--- src/swwr_pkg.sv ---
/*
  Shared constants, command encodings and carrier structs for the sleep,
  wakeup, watchdog and reset sequencer.
  Assumes a single 25 MHz reference clock that keeps running in sleep.
*/
package swwr_pkg;

  ////////////////////////////////////////////////////////////////////////////
  localparam int unsigned CLK_PERIOD_NS = 40;
  localparam logic [15:0] UNLOCK_KEY    = 16'h5555;

  // Least times round up to whole cycles.
  localparam int unsigned RST_PULSE_NS  = 1000;
  localparam int unsigned RST_CYCLES    = (RST_PULSE_NS + CLK_PERIOD_NS - 1) / CLK_PERIOD_NS;
  localparam int unsigned PLL_SETTLE_NS = 100_000;
  localparam int unsigned PLL_CYCLES    = (PLL_SETTLE_NS + CLK_PERIOD_NS - 1) / CLK_PERIOD_NS;
  // Longest time rounds down to whole cycles.
  localparam int unsigned WDT_PERIOD_NS = 750_000_000;
  localparam int unsigned WDT_CYCLES    = WDT_PERIOD_NS / CLK_PERIOD_NS;

  localparam int unsigned RST_W  = 5;
  localparam int unsigned PLL_W  = 12;
  localparam int unsigned WDT_W  = 25;
  localparam int unsigned PORT_W = 16;
  localparam int unsigned CAUSE_W = 9;

  // Bit positions inside the wakeup cause vector.
  localparam int unsigned CAUSE_FIQ  = 0;
  localparam int unsigned CAUSE_TMA  = 1;
  localparam int unsigned CAUSE_TMB  = 2;
  localparam int unsigned CAUSE_TMC  = 3;
  localparam int unsigned CAUSE_SPI  = 4;
  localparam int unsigned CAUSE_EXTERNAL_INTERRUPT_ONE = 5;
  localparam int unsigned CAUSE_EXTERNAL_INTERRUPT_TWO = 6;
  localparam int unsigned CAUSE_KEY  = 7;
  localparam int unsigned CAUSE_TICK = 8;

  ////////////////////////////////////////////////////////////////////////////
  typedef enum logic [2:0] {
    SWWR_CMD_NONE,
    SWWR_CMD_SLEEP,
    SWWR_CMD_SOFT_RESET,
    SWWR_CMD_WDT_CLEAR,
    SWWR_CMD_PORT_A_READ,
    SWWR_CMD_FLAG_CLEAR
  } swwr_cmd_e;

  typedef struct packed {
    logic        valid;
    swwr_cmd_e   target;
    logic [15:0] data;
  } swwr_cmd_s;

  typedef struct packed {
    logic fast_interrupt_request;
    logic timer_a;
    logic timer_b;
    logic timer_c;
    logic spi;
    logic external_interrupt_one;
    logic external_interrupt_two;
  } swwr_wake_s;

  typedef enum logic [1:0] {
    SWWR_RUN,
    SWWR_GATE,
    SWWR_SLEEP,
    SWWR_START
  } swwr_state_e;

endpackage

--- src/swwr_top.sv ---
/*
  Sleep, wakeup, watchdog and reset sequencer for a small controller.
  Assumes the CPU issues one-cycle command strobes on i_ref_clk, interrupt
  requests are levels on i_ref_clk held until serviced, and port A pins,
  the 32 kHz clock and the external reset pin are asynchronous.
*/
`timescale 1ns/1ps
module swwr_top #(
  parameter int unsigned WDT_LIMIT   = swwr_pkg::WDT_CYCLES,
  parameter int unsigned PLL_SETTLE  = swwr_pkg::PLL_CYCLES
) (
  // Clock and power-on reset
  input  wire logic                          i_ref_clk,
  input  wire logic                          i_resetn,
  // Pins
  input  wire logic                          i_external_reset_n,
  input  wire logic [swwr_pkg::PORT_W-1:0]   i_port_a,
  input  wire logic                          i_clk_32k,
  // CPU side
  input  wire swwr_pkg::swwr_cmd_s           i_cmd,
  input  wire swwr_pkg::swwr_wake_s          i_wake,
  input  wire logic                          i_key_wake_en,
  input  wire logic                          i_tick_wake_en,
  // Clock and reset control
  output logic                               o_pll_en,
  output logic                               o_cpu_clk_en,
  output logic                               o_sleep,
  output logic                               o_sys_reset_n,
  // Status toward the CPU
  output logic                               o_wake_irq,
  output logic [swwr_pkg::CAUSE_W-1:0]       o_wake_cause,
  output logic                               o_soft_reset_flag,
  output logic [swwr_pkg::PORT_W-1:0]        o_port_a_input_latch
);
  import swwr_pkg::*;

  ////////////////////////////////////////////////////////////////////////////
  // Pin synchronisers.
  logic              ext_rst_n_s;
  logic [PORT_W-1:0] port_a_s;
  logic              clk_32k_s;
  logic              clk_32k_d;

  swwr_sync #(.W(1), .INIT(1'b1)) u_sync_rst (
    .i_ref_clk (i_ref_clk),
    .i_resetn  (i_resetn),
    .i_d       (i_external_reset_n),
    .o_q       (ext_rst_n_s)
  );

  swwr_sync #(.W(PORT_W), .INIT('0)) u_sync_port (
    .i_ref_clk (i_ref_clk),
    .i_resetn  (i_resetn),
    .i_d       (i_port_a),
    .o_q       (port_a_s)
  );

  swwr_sync #(.W(1), .INIT(1'b0)) u_sync_tick (
    .i_ref_clk (i_ref_clk),
    .i_resetn  (i_resetn),
    .i_d       (i_clk_32k),
    .o_q       (clk_32k_s)
  );

  ////////////////////////////////////////////////////////////////////////////
  // Command decode.
  function automatic logic key_hit(input swwr_cmd_s c, input swwr_cmd_e t);
    key_hit = c.valid && (c.target == t) && (c.data == UNLOCK_KEY);
  endfunction

  swwr_state_e        st;
  swwr_state_e        next_st;
  logic [RST_W-1:0]   rst_cnt;
  logic [WDT_W-1:0]   wdt_cnt;
  logic [PLL_W-1:0]   pll_cnt;

  wire in_reset   = (rst_cnt != '0);
  wire cpu_live   = (st == SWWR_RUN) && !in_reset;
  wire sleep_hit  = key_hit(i_cmd, SWWR_CMD_SLEEP) && cpu_live;
  wire soft_hit   = key_hit(i_cmd, SWWR_CMD_SOFT_RESET) && cpu_live;
  wire wdt_clr    = i_cmd.valid && (i_cmd.target == SWWR_CMD_WDT_CLEAR) && cpu_live;
  wire pa_read    = i_cmd.valid && (i_cmd.target == SWWR_CMD_PORT_A_READ) && cpu_live;
  wire flag_clr   = i_cmd.valid && (i_cmd.target == SWWR_CMD_FLAG_CLEAR) && cpu_live;
  wire wdt_ovf    = cpu_live && (wdt_cnt == WDT_W'(WDT_LIMIT - 1)) && !wdt_clr;
  wire pin_low    = !ext_rst_n_s;
  wire rst_req    = pin_low || wdt_ovf || soft_hit;

  ////////////////////////////////////////////////////////////////////////////
  // Wakeup sources.
  wire tick_rise  = clk_32k_s && !clk_32k_d;
  wire key_change = i_key_wake_en && (port_a_s != o_port_a_input_latch);
  wire [CAUSE_W-1:0] wake_vec = {
    i_tick_wake_en && tick_rise,
    key_change,
    i_wake.external_interrupt_two,
    i_wake.external_interrupt_one,
    i_wake.spi,
    i_wake.timer_c,
    i_wake.timer_b,
    i_wake.timer_a,
    i_wake.fast_interrupt_request
  };
  wire wake_any   = (wake_vec != '0);

  ////////////////////////////////////////////////////////////////////////////
  // Sleep sequencer. The CPU clock is gated one cycle before the PLL so the
  // core never sees a truncated clock pulse.
  always_comb begin
    next_st = st;
    case (st)
      SWWR_RUN: begin
        if (sleep_hit) begin
          next_st = SWWR_GATE;
        end
      end
      SWWR_GATE: begin
        next_st = SWWR_SLEEP;
      end
      SWWR_SLEEP: begin
        if (wake_any) begin
          next_st = SWWR_START;
        end
      end
      SWWR_START: begin
        if (pll_cnt == PLL_W'(1)) begin
          next_st = SWWR_RUN;
        end
      end
      default: begin
        next_st = SWWR_RUN;
      end
    endcase
    if (rst_req || in_reset) begin
      next_st = SWWR_RUN;
    end
  end

  wire [RST_W-1:0] next_rst_cnt = rst_req ? RST_W'(RST_CYCLES) :
                                  in_reset ? rst_cnt - RST_W'(1) : rst_cnt;
  wire [PLL_W-1:0] next_pll_cnt = (st == SWWR_SLEEP) ? PLL_W'(PLL_SETTLE) :
                                  (st == SWWR_START && pll_cnt != '0) ? pll_cnt - PLL_W'(1) : pll_cnt;
  wire [WDT_W-1:0] next_wdt_cnt = (rst_req || in_reset || wdt_clr) ? '0 :
                                  cpu_live ? wdt_cnt + WDT_W'(1) : wdt_cnt;
  wire next_flag = soft_hit || (o_soft_reset_flag && !flag_clr);
  wire next_wake_irq = (st == SWWR_START) && (next_st == SWWR_RUN);

  ////////////////////////////////////////////////////////////////////////////
  // The watchdog is held while the core clock is stopped, since software
  // cannot service it in sleep.
  always_ff @(posedge i_ref_clk or negedge i_resetn) begin
    if (!i_resetn) begin
      st        <= SWWR_RUN;
      rst_cnt   <= '0;
      wdt_cnt   <= '0;
      pll_cnt   <= '0;
      clk_32k_d <= 1'b0;
    end else begin
      st        <= next_st;
      rst_cnt   <= next_rst_cnt;
      wdt_cnt   <= next_wdt_cnt;
      pll_cnt   <= next_pll_cnt;
      clk_32k_d <= clk_32k_s;
    end
  end

  always_ff @(posedge i_ref_clk or negedge i_resetn) begin
    if (!i_resetn) begin
      o_pll_en             <= 1'b1;
      o_cpu_clk_en         <= 1'b1;
      o_sleep              <= 1'b0;
      o_sys_reset_n        <= 1'b1;
      o_wake_irq           <= 1'b0;
      o_wake_cause         <= '0;
      o_soft_reset_flag    <= 1'b0;
      o_port_a_input_latch <= '0;
    end else begin
      o_pll_en             <= (next_st == SWWR_RUN) || (next_st == SWWR_START) || (next_st == SWWR_GATE);
      o_cpu_clk_en         <= (next_st == SWWR_RUN);
      o_sleep              <= (next_st == SWWR_SLEEP) || (next_st == SWWR_GATE);
      o_sys_reset_n        <= (next_rst_cnt == '0);
      o_wake_irq           <= next_wake_irq;
      o_soft_reset_flag    <= next_flag;
      if (st == SWWR_SLEEP && wake_any) begin
        o_wake_cause       <= wake_vec;
      end
      if (pa_read) begin
        o_port_a_input_latch <= port_a_s;
      end
    end
  end

  ////////////////////////////////////////////////////////////////////////////
  // Checks.
  property p_run_until_cmd;
    @(posedge i_ref_clk) disable iff (!i_resetn)
    (st == SWWR_RUN) && !sleep_hit |=> (st == SWWR_RUN);
  endproperty
  a_run_until_cmd: assert property (p_run_until_cmd) else $error("sleep without command");

  property p_sleep_entry;
    @(posedge i_ref_clk) disable iff (!i_resetn)
    sleep_hit |=> !o_cpu_clk_en && o_pll_en ##1 !o_pll_en && o_sleep;
  endproperty
  a_sleep_entry: assert property (p_sleep_entry) else $error("sleep entry sequence wrong");

  property p_sleep_hold;
    @(posedge i_ref_clk) disable iff (!i_resetn)
    (st == SWWR_SLEEP) && !wake_any && !rst_req |=> (st == SWWR_SLEEP) && !o_pll_en;
  endproperty
  a_sleep_hold: assert property (p_sleep_hold) else $error("left sleep without wakeup");

  property p_wake_pll;
    @(posedge i_ref_clk) disable iff (!i_resetn)
    (st == SWWR_SLEEP) && wake_any |=> o_pll_en && !o_cpu_clk_en;
  endproperty
  a_wake_pll: assert property (p_wake_pll) else $error("wakeup did not restart pll");

  property p_wake_finish;
    @(posedge i_ref_clk) disable iff (!i_resetn)
    (st == SWWR_START) && (pll_cnt == PLL_W'(1)) && !rst_req && !in_reset
      |=> o_wake_irq && o_cpu_clk_en ##1 !o_wake_irq;
  endproperty
  a_wake_finish: assert property (p_wake_finish) else $error("wakeup completion missing");

  property p_wake_cause;
    @(posedge i_ref_clk) disable iff (!i_resetn)
    (st == SWWR_SLEEP) && wake_any |=> (o_wake_cause == $past(wake_vec));
  endproperty
  a_wake_cause: assert property (p_wake_cause) else $error("wake cause not captured");

  property p_wdt_count;
    @(posedge i_ref_clk) disable iff (!i_resetn)
    cpu_live && !wdt_clr && !rst_req |=> (wdt_cnt == $past(wdt_cnt) + WDT_W'(1));
  endproperty
  a_wdt_count: assert property (p_wdt_count) else $error("watchdog not counting");

  property p_wdt_reset;
    @(posedge i_ref_clk) disable iff (!i_resetn)
    wdt_ovf |=> !o_sys_reset_n [*8];
  endproperty
  a_wdt_reset: assert property (p_wdt_reset) else $error("overflow gave no reset");

  property p_wdt_clear;
    @(posedge i_ref_clk) disable iff (!i_resetn)
    wdt_clr |=> (wdt_cnt == '0) && (o_sys_reset_n == !$past(pin_low));
  endproperty
  a_wdt_clear: assert property (p_wdt_clear) else $error("watchdog clear ignored");

  property p_reset_state;
    @(posedge i_ref_clk) disable iff (!i_resetn)
    !o_sys_reset_n |-> (st == SWWR_RUN) && (wdt_cnt == '0);
  endproperty
  a_reset_state: assert property (p_reset_state) else $error("reset not initial state");

  property p_soft_reset;
    @(posedge i_ref_clk) disable iff (!i_resetn)
    soft_hit |=> !o_sys_reset_n && o_soft_reset_flag;
  endproperty
  a_soft_reset: assert property (p_soft_reset) else $error("soft reset or flag missing");

  property p_key_wake;
    @(posedge i_ref_clk) disable iff (!i_resetn)
    (st == SWWR_SLEEP) && key_change && !rst_req |=> o_pll_en ##1 (st == SWWR_START);
  endproperty
  a_key_wake: assert property (p_key_wake) else $error("key change did not wake");

  property p_sleep_gated;
    @(posedge i_ref_clk) disable iff (!i_resetn)
    o_sleep |-> !o_cpu_clk_en && o_sys_reset_n;
  endproperty
  a_sleep_gated: assert property (p_sleep_gated) else $error("core clocked in sleep");

  property p_resume;
    @(posedge i_ref_clk) disable iff (!i_resetn)
    (st == SWWR_START) && !rst_req && !in_reset |=> o_sys_reset_n;
  endproperty
  a_resume: assert property (p_resume) else $error("wakeup reset the core");

  property p_bad_key;
    @(posedge i_ref_clk) disable iff (!i_resetn)
    cpu_live && i_cmd.valid && (i_cmd.data != UNLOCK_KEY) && !pin_low && !wdt_ovf
      |=> (st == SWWR_RUN) && o_sys_reset_n;
  endproperty
  a_bad_key: assert property (p_bad_key) else $error("non-key write took effect");

endmodule

--- src/swwr_sync.sv ---
/*
  Three-stage synchroniser for pin inputs; the output changes only once the
  second and third stages agree.
  Assumes inputs are asynchronous to i_ref_clk.
*/
`timescale 1ns/1ps
module swwr_sync #(
  parameter int unsigned           W    = 1,
  parameter logic [W-1:0]          INIT = '0
) (
  // Clock and reset
  input  wire logic         i_ref_clk,
  input  wire logic         i_resetn,
  // Data
  input  wire logic [W-1:0] i_d,
  output logic      [W-1:0] o_q
);

  logic [W-1:0] stage1;
  logic [W-1:0] stage2;
  logic [W-1:0] stage3;
  wire  [W-1:0] agree = ~(stage2 ^ stage3);

  // A lone glitch reaching stage2 is filtered because stage3 must match it.
  always_ff @(posedge i_ref_clk or negedge i_resetn) begin
    if (!i_resetn) begin
      stage1 <= INIT;
      stage2 <= INIT;
      stage3 <= INIT;
      o_q    <= INIT;
    end else begin
      stage1 <= i_d;
      stage2 <= stage1;
      stage3 <= stage2;
      o_q    <= (agree & stage3) | (~agree & o_q);
    end
  end

endmodule

--- config.mk ---
export PLATFORM = sky130hd
export DESIGN_NAME = swwr_top
export DESIGN_NICKNAME = d
export VERILOG_FILES = /design/src/swwr_pkg.sv /design/src/swwr_top.sv /design/src/swwr_sync.sv
export SDC_FILE = /design/constraint.sdc
export NUM_CORES = 1
export LEC_CHECK = 0
export BUFFER_PORTS_ARGS = -buffer_cell sky130_fd_sc_hd__buf_2
export CAP_MARGIN = 20
export CELL_PAD_IN_SITES_DETAIL_PLACEMENT = 1
export CELL_PAD_IN_SITES_GLOBAL_PLACEMENT = 1
export CORE_ASPECT_RATIO = 1.2
export CORE_MARGIN = 5
export CORE_UTILIZATION = 52
export CTS_BUF_LIST = sky130_fd_sc_hd__clkbuf_2 sky130_fd_sc_hd__clkbuf_4 sky130_fd_sc_hd__clkbuf_8
export DETAILED_ROUTE_END_ITERATION = 8
export PLACE_DENSITY_LB_ADDON = 0.1
export SYNTH_ARGS = -nofsm -noshare
export SYNTH_HDL_FRONTEND = slang
export SYNTH_HIERARCHICAL = 1
export SYNTH_SLANG_ARGS = --single-unit
export TNS_END_PERCENT = 10
--- constraint.sdc ---
create_clock -name i_ref_clk -period 7.4 [get_ports i_ref_clk]
set_input_delay 0.74 -clock i_ref_clk [delete_from_list [all_inputs] [get_ports i_ref_clk]]
set_output_delay 0.74 -clock i_ref_clk [all_outputs]
set_load 0.01 [all_outputs]
Word-level counts from Yosys, hierarchy flattened. Index checks and enable logic that the tools add are counted.

Input bits: 49. Output and inout port bits: 31. Bits in registers: 148.

Add/subtract/negate cells: 3. Equal/unequal tests: 15. Multiplexer cells: 11. Bitwise logic cells: 16. Reduce and logical (&&, ||, !) cells: 43.

Operator list (number): 25-bit 2-to-1 mux (2); 16-bit AND (2); 16-bit NOT (2); 25-bit by 1-bit adder with 25-bit output (second input constant) (1); 25-bit equality test (second input constant) (1); 12-bit 2-to-1 mux (2); 1-bit logical AND (22); 16-bit by 15-bit equality test with 1-bit output (second input constant) (1); 16-bit inequality test (1); 16-bit OR (1); 16-bit bitwise XOR (1); 12-bit by 1-bit equality test with 1-bit output (second input constant) (1); 12-bit nonzero test (1); 12-bit by 1-bit subtractor with 12-bit output (second input constant) (1); 5-bit 2-to-1 mux (2); 9-bit nonzero test (1); 2-bit equality test (second input constant) (4); 1-bit logical OR (8); 2-bit 2-to-1 mux (4); 2-bit case mux with 4 select lines (1); 3-bit by 2-bit equality test with 1-bit output (second input constant) (2); 3-bit equality test (second input constant) (2); 1-bit logical NOT (5); 5-bit logical NOT (1); other kinds (10) (19).

Longest topological paths before layout.
Depth after elaboration: 13. Mapped depth: 10. Gate-level depth less buffers: 9.

Modules after synthesis. The synthesis kept the hierarchy.

By module, submodules not included: swwr_top (area an instance 3907.5 sq um, cells an instance 379, times used 1); swwr_sync at u_sync_port (area an instance 1781.7 sq um, cells an instance 80, times used 1); swwr_sync at u_sync_rst (area an instance 116.4 sq um, cells an instance 5, times used 1); swwr_sync at u_sync_tick (area an instance 111.4 sq um, cells an instance 5, times used 1).

Worst setup path after synthesis. OpenSTA, ideal clock, no wires.

Path type: input to register. Start: input i_cmd[7] (netlist name). End: register o_wake_irq. Slack: 4677 ps. Required time: 7280 ps. Path buffers: 0. Stages on the path: 6. Data arrival time: 2603 ps. Setup time: 120 ps. Cells stage by stage: or4bb_1 > or4_1 > or3_1 > a31o_1 > ha_1 > and3_1.

Word-level cells in the longest chain between the ends: 8. Elaborated cells between the ends (all ways): 12.

Ends and longest elaborated chain: start, declared (RTL line swwr_top.sv:20) `input wire swwr_pkg::swwr_cmd_s i_cmd,`; 16-bit by 15-bit equality test with 1-bit output * (RTL line swwr_top.sv:68) `key_hit = c.valid && (c.target == t) && (c.data == UNLOCK_KEY);`; 1-bit logical AND (RTL line swwr_top.sv:68); 1-bit logical AND, on equally long branches (RTL line swwr_top.sv:79, swwr_top.sv:80); 2-bit 2-to-1 mux / 1-bit logical OR (equally long branches) (RTL line swwr_top.sv:112, swwr_top.sv:86); 2-bit case mux with 4 select lines / 1-bit logical OR (equally long branches) (RTL line swwr_top.sv:110, swwr_top.sv:133); 2-bit 2-to-1 mux * (RTL line swwr_top.sv:133) `if (rst_req || in_reset) begin`; 2-bit logical NOT * (RTL line swwr_top.sv:145) `wire next_wake_irq = (st == SWWR_START) && (next_st == SWWR_RUN);`; 1-bit logical AND * (RTL line swwr_top.sv:145); via next_wake_irq (RTL line swwr_top.sv:145); end signal, assigned (RTL line swwr_top.sv:181) `o_wake_irq <= next_wake_irq;`; end, declared (RTL line swwr_top.sv:30) `output logic o_wake_irq,`.

Mark *: on every way through the listed nets, which the timed path passes. The rest lies on a longest branch. A chain may end at the register's enable or synchronous reset.

Worst setup path in the final report.
Start: register rst_cnt[0]. End: register o_wake_irq.

Word-level cells in the longest chain between the ends: 12. Elaborated cells between the ends (all ways): 17.

Ends and longest elaborated chain: start, declared (RTL line swwr_top.sv:73) `logic [RST_W-1:0] rst_cnt;`; start signal, assigned (RTL line swwr_top.sv:159) `rst_cnt <= next_rst_cnt;`; 5-bit nonzero test * (RTL line swwr_top.sv:77) `wire in_reset = (rst_cnt != '0);`; parallel branches: the longest is 8 deep, another holds 2-bit case mux with 4 select lines; 2-bit 2-to-1 mux * (RTL line swwr_top.sv:133); 2-bit logical NOT * (RTL line swwr_top.sv:145); 1-bit logical AND * (RTL line swwr_top.sv:145); via next_wake_irq (RTL line swwr_top.sv:145).

Mark *: on every way through the listed nets, which the timed path passes.

==> results.json <==
{
  "area_growth_pct": 16.22,
  "syn_area_um2": 5917,
  "grt_pass1_vias": 4367,
  "cts_tree": "yes",
  "worst_pin_slew_ps": 1114,
  "gp_congestion": 0.8728,
  "cts_buffers": 17,
  "synth_edf_count": 0,
  "ys.flop_type": "dfrtp_1",
  "fin_area_um2": 6877,
  "io-pin-count": 80,
  "p_sw_mw": 0.3842,
  "path_clk_slew_ps": 80,
  "grt_antenna_before_repair": 0,
  "cts.sink_count": 148,
  "routedWlPerCell_um": 17.87,
  "cts_hold_buffers": 0,
  "drc": 0,
  "first_pass_iters": 4,
  "wl_um": 12970,
  "internal_power_mw": 1.196,
  "grt_overflow": 0,
  "arrival_ps": 3910,
  "postCtsSetupRepairBufs": 0,
  "die_y_um": 126.9,
  "syn_nets": 524,
  "netlist_top_cells_area": "dfrtp_1 (60%), maj3_2 (3.4%), xnor2_1 (3.3%)",
  "synthArstFlopShare_pct": 100.0,
  "final_cell_mix": "dfrtp_1 (141), buf_2 (78), nor2_1 (38)",
  "row_count": 42,
  "grt.total_usage_pct": 20.41,
  "die_w_um": 107.4,
  "crit_path_start": "rst_cnt[0]",
  "insertedDiodeCount": 0,
  "layout_commonest_cell": "dfrtp_1",
  "end_kind": "register",
  "cp.required_ps": 7730,
  "fin_skew_ps": 13.48,
  "coreArea_um2": 11090,
  "synth_cells": 469,
  "placed_cell_area_um2": 6471,
  "p_clk_share_pct": 39.6,
  "cts_max_path_buffers": 2,
  "drt-initial-drc-count": 123,
  "yosys.area.top_type": "dfrtp_1",
  "fill_cells": 1153,
  "dieArea_um2": 13620,
  "setup-violations-final": 0,
  "worst-path-max-fanout": 11,
  "ant_nets": 0,
  "ir_drop_v": 0.0001139,
  "period_needed_ps": 3576,
  "yosysWarnings": 6,
  "num_vias": 3950,
  "avgViaCountPerCell": 5.441,
  "clock_latency_ps": 450,
  "grt_max_degree": 84,
  "place_hpwl_um": 9149,
  "finalMaxSlewViolations": 0,
  "fmax_mhz": 279.6,
  "post_cts_resized": 0,
  "period_share_pct": 48.33,
  "hold_viol_final": 0,
  "ys_seq_elements": 148,
  "leakage_nw": 3.137,
  "status": "finished, final reports clean",
  "cap_viol_max_count": 0,
  "cts_root_buf": "clkbuf_8",
  "layout-drive-gt1-share_pct": 26.22,
  "powerDensity_nw_per_um2": 229.7,
  "p_seq_share_pct": 54.9,
  "r2r-start": "rst_cnt[0]",
  "syn_area_per_cell_um2": 12.62,
  "grt_setup_unrepaired": "false",
  "crit_path_start_kind": "register",
  "relSlewSlack_pct": 25.54,
  "synth_cell_types": 56,
  "port_buffers": 79,
  "yosysSeqAreaShare_pct": 62.74,
  "nNetsFinal": 614,
  "h-tree-depth": 4,
  "final.setup.tns_ps": 0,
  "crit_type": "register to register",
  "switching_share_pct": 24.32,
  "hold_class": "input pin to async pin",
  "synth.top_cell.area_share_pct": 59.63,
  "initial_core_util_pct": 53.36,
  "p_comb_share_pct": 5.5,
  "grt_pass1_wl_um": 21660
}
[final cells by class]
cell class / count / area [µm²] / area share, %
Clock inverter: 13 / 148.9 / 2.165
Multi-Input combinational cell: 296 / 2097 / 30.49
Clock buffer: 19 / 249.0 / 3.621
Tap cell: 154 / 192.7 / 2.802
Sequential cell: 148 / 3712 / 53.98
Timing Repair Buffer: 82 / 424.2 / 6.168
Inverter: 14 / 52.55 / 0.7642
[cells in the mapped netlist, types with 6 or more instances]
library cell  count
mux2_1           16
nand4_1          20
nor2_1           38
o21ai_0           8
xor2_1           21
nand2_1          33
xnor2_1          22
nand3_1          23
nor3_1            9
a21oi_1           7
nor4_1            6
inv_1            14
ha_1              6
dfrtp_1         141
clkbuf_1          6
maj3_2           18
dfstp_2           7
[power groups by stage]
stage          registers [mW]  logic, mW  clock network (mW)
4_1_cts                 0.868     0.0886               0.640
5_1_grt                 0.872     0.0971               0.684
3_3_place_gp            0.880     0.0823                   0
6_report                0.867     0.0866               0.626
3_5_place_dp            0.884     0.0866                   0
2_1_floorplan           0.877     0.0429                   0
[final timing paths]
check	depth (start not counted)	slack (ps)	to
max reg2reg	9	3820	o_wake_irq
max in group asynchronous	2	5780	u_sync_port/stage1[11]
min reg2reg	0	350	u_sync_port/stage2[12]
min in group i_ref_clk	0	350	u_sync_port/stage2[12]
min	1	330	async pin
max	9	3820	o_wake_irq
[critical path, stage by stage (launching register included)]
cell	delay [ps]
dfrtp_1	410
inv_1	120
ha_1	210
nor4b_2	910
nand2_1	260
or4_1	570
or3_1	340
a31o_1	260
ha_1	220
and3_1	180
[kinds of logic (layout without fill, tap and decap cells)]
family,count (synthesis),in the layout,share of synthesized area (%)
AND/OR/NAND/NOR,168,168,15.58
flip-flops,148,148,62.74
XOR/XNOR,43,43,6.365
AO/OA/AOI/OAI,39,39,4.653
buffers and inverters,25,128,1.819
adder cells (fa/ha/maj),24,24,4.694
multiplexers,22,22,4.145
[metrics by stage]
stage          cells  hold slack, ps  worst slack [ps]  total power [mW]  util (%)
2_1_floorplan    469           331.2              4677            0.9204         -
3_3_place_gp     693           332.6              4119            0.9625     58.36
3_5_place_dp     693           336.3              3911            0.9704     58.36
4_1_cts          725           337.5              3890             1.597     61.95
5_1_grt          726           360.3              3631             1.653     62.02
6_report         726           330.1              3824             1.580     62.02
[per-layer routing]
metal	part of all wire, %	global-route usage [%]	up-vias	wire, µm
met5	0	0	-	0
met4	2.2	8.098	0	289
met3	3.6	4.472	28	463
met2	53	35.51	82	6878
met1	41	24.62	2004	5343
li1	-	-	1836	-
Note: power is estimated with default switching activity, not from simulation.
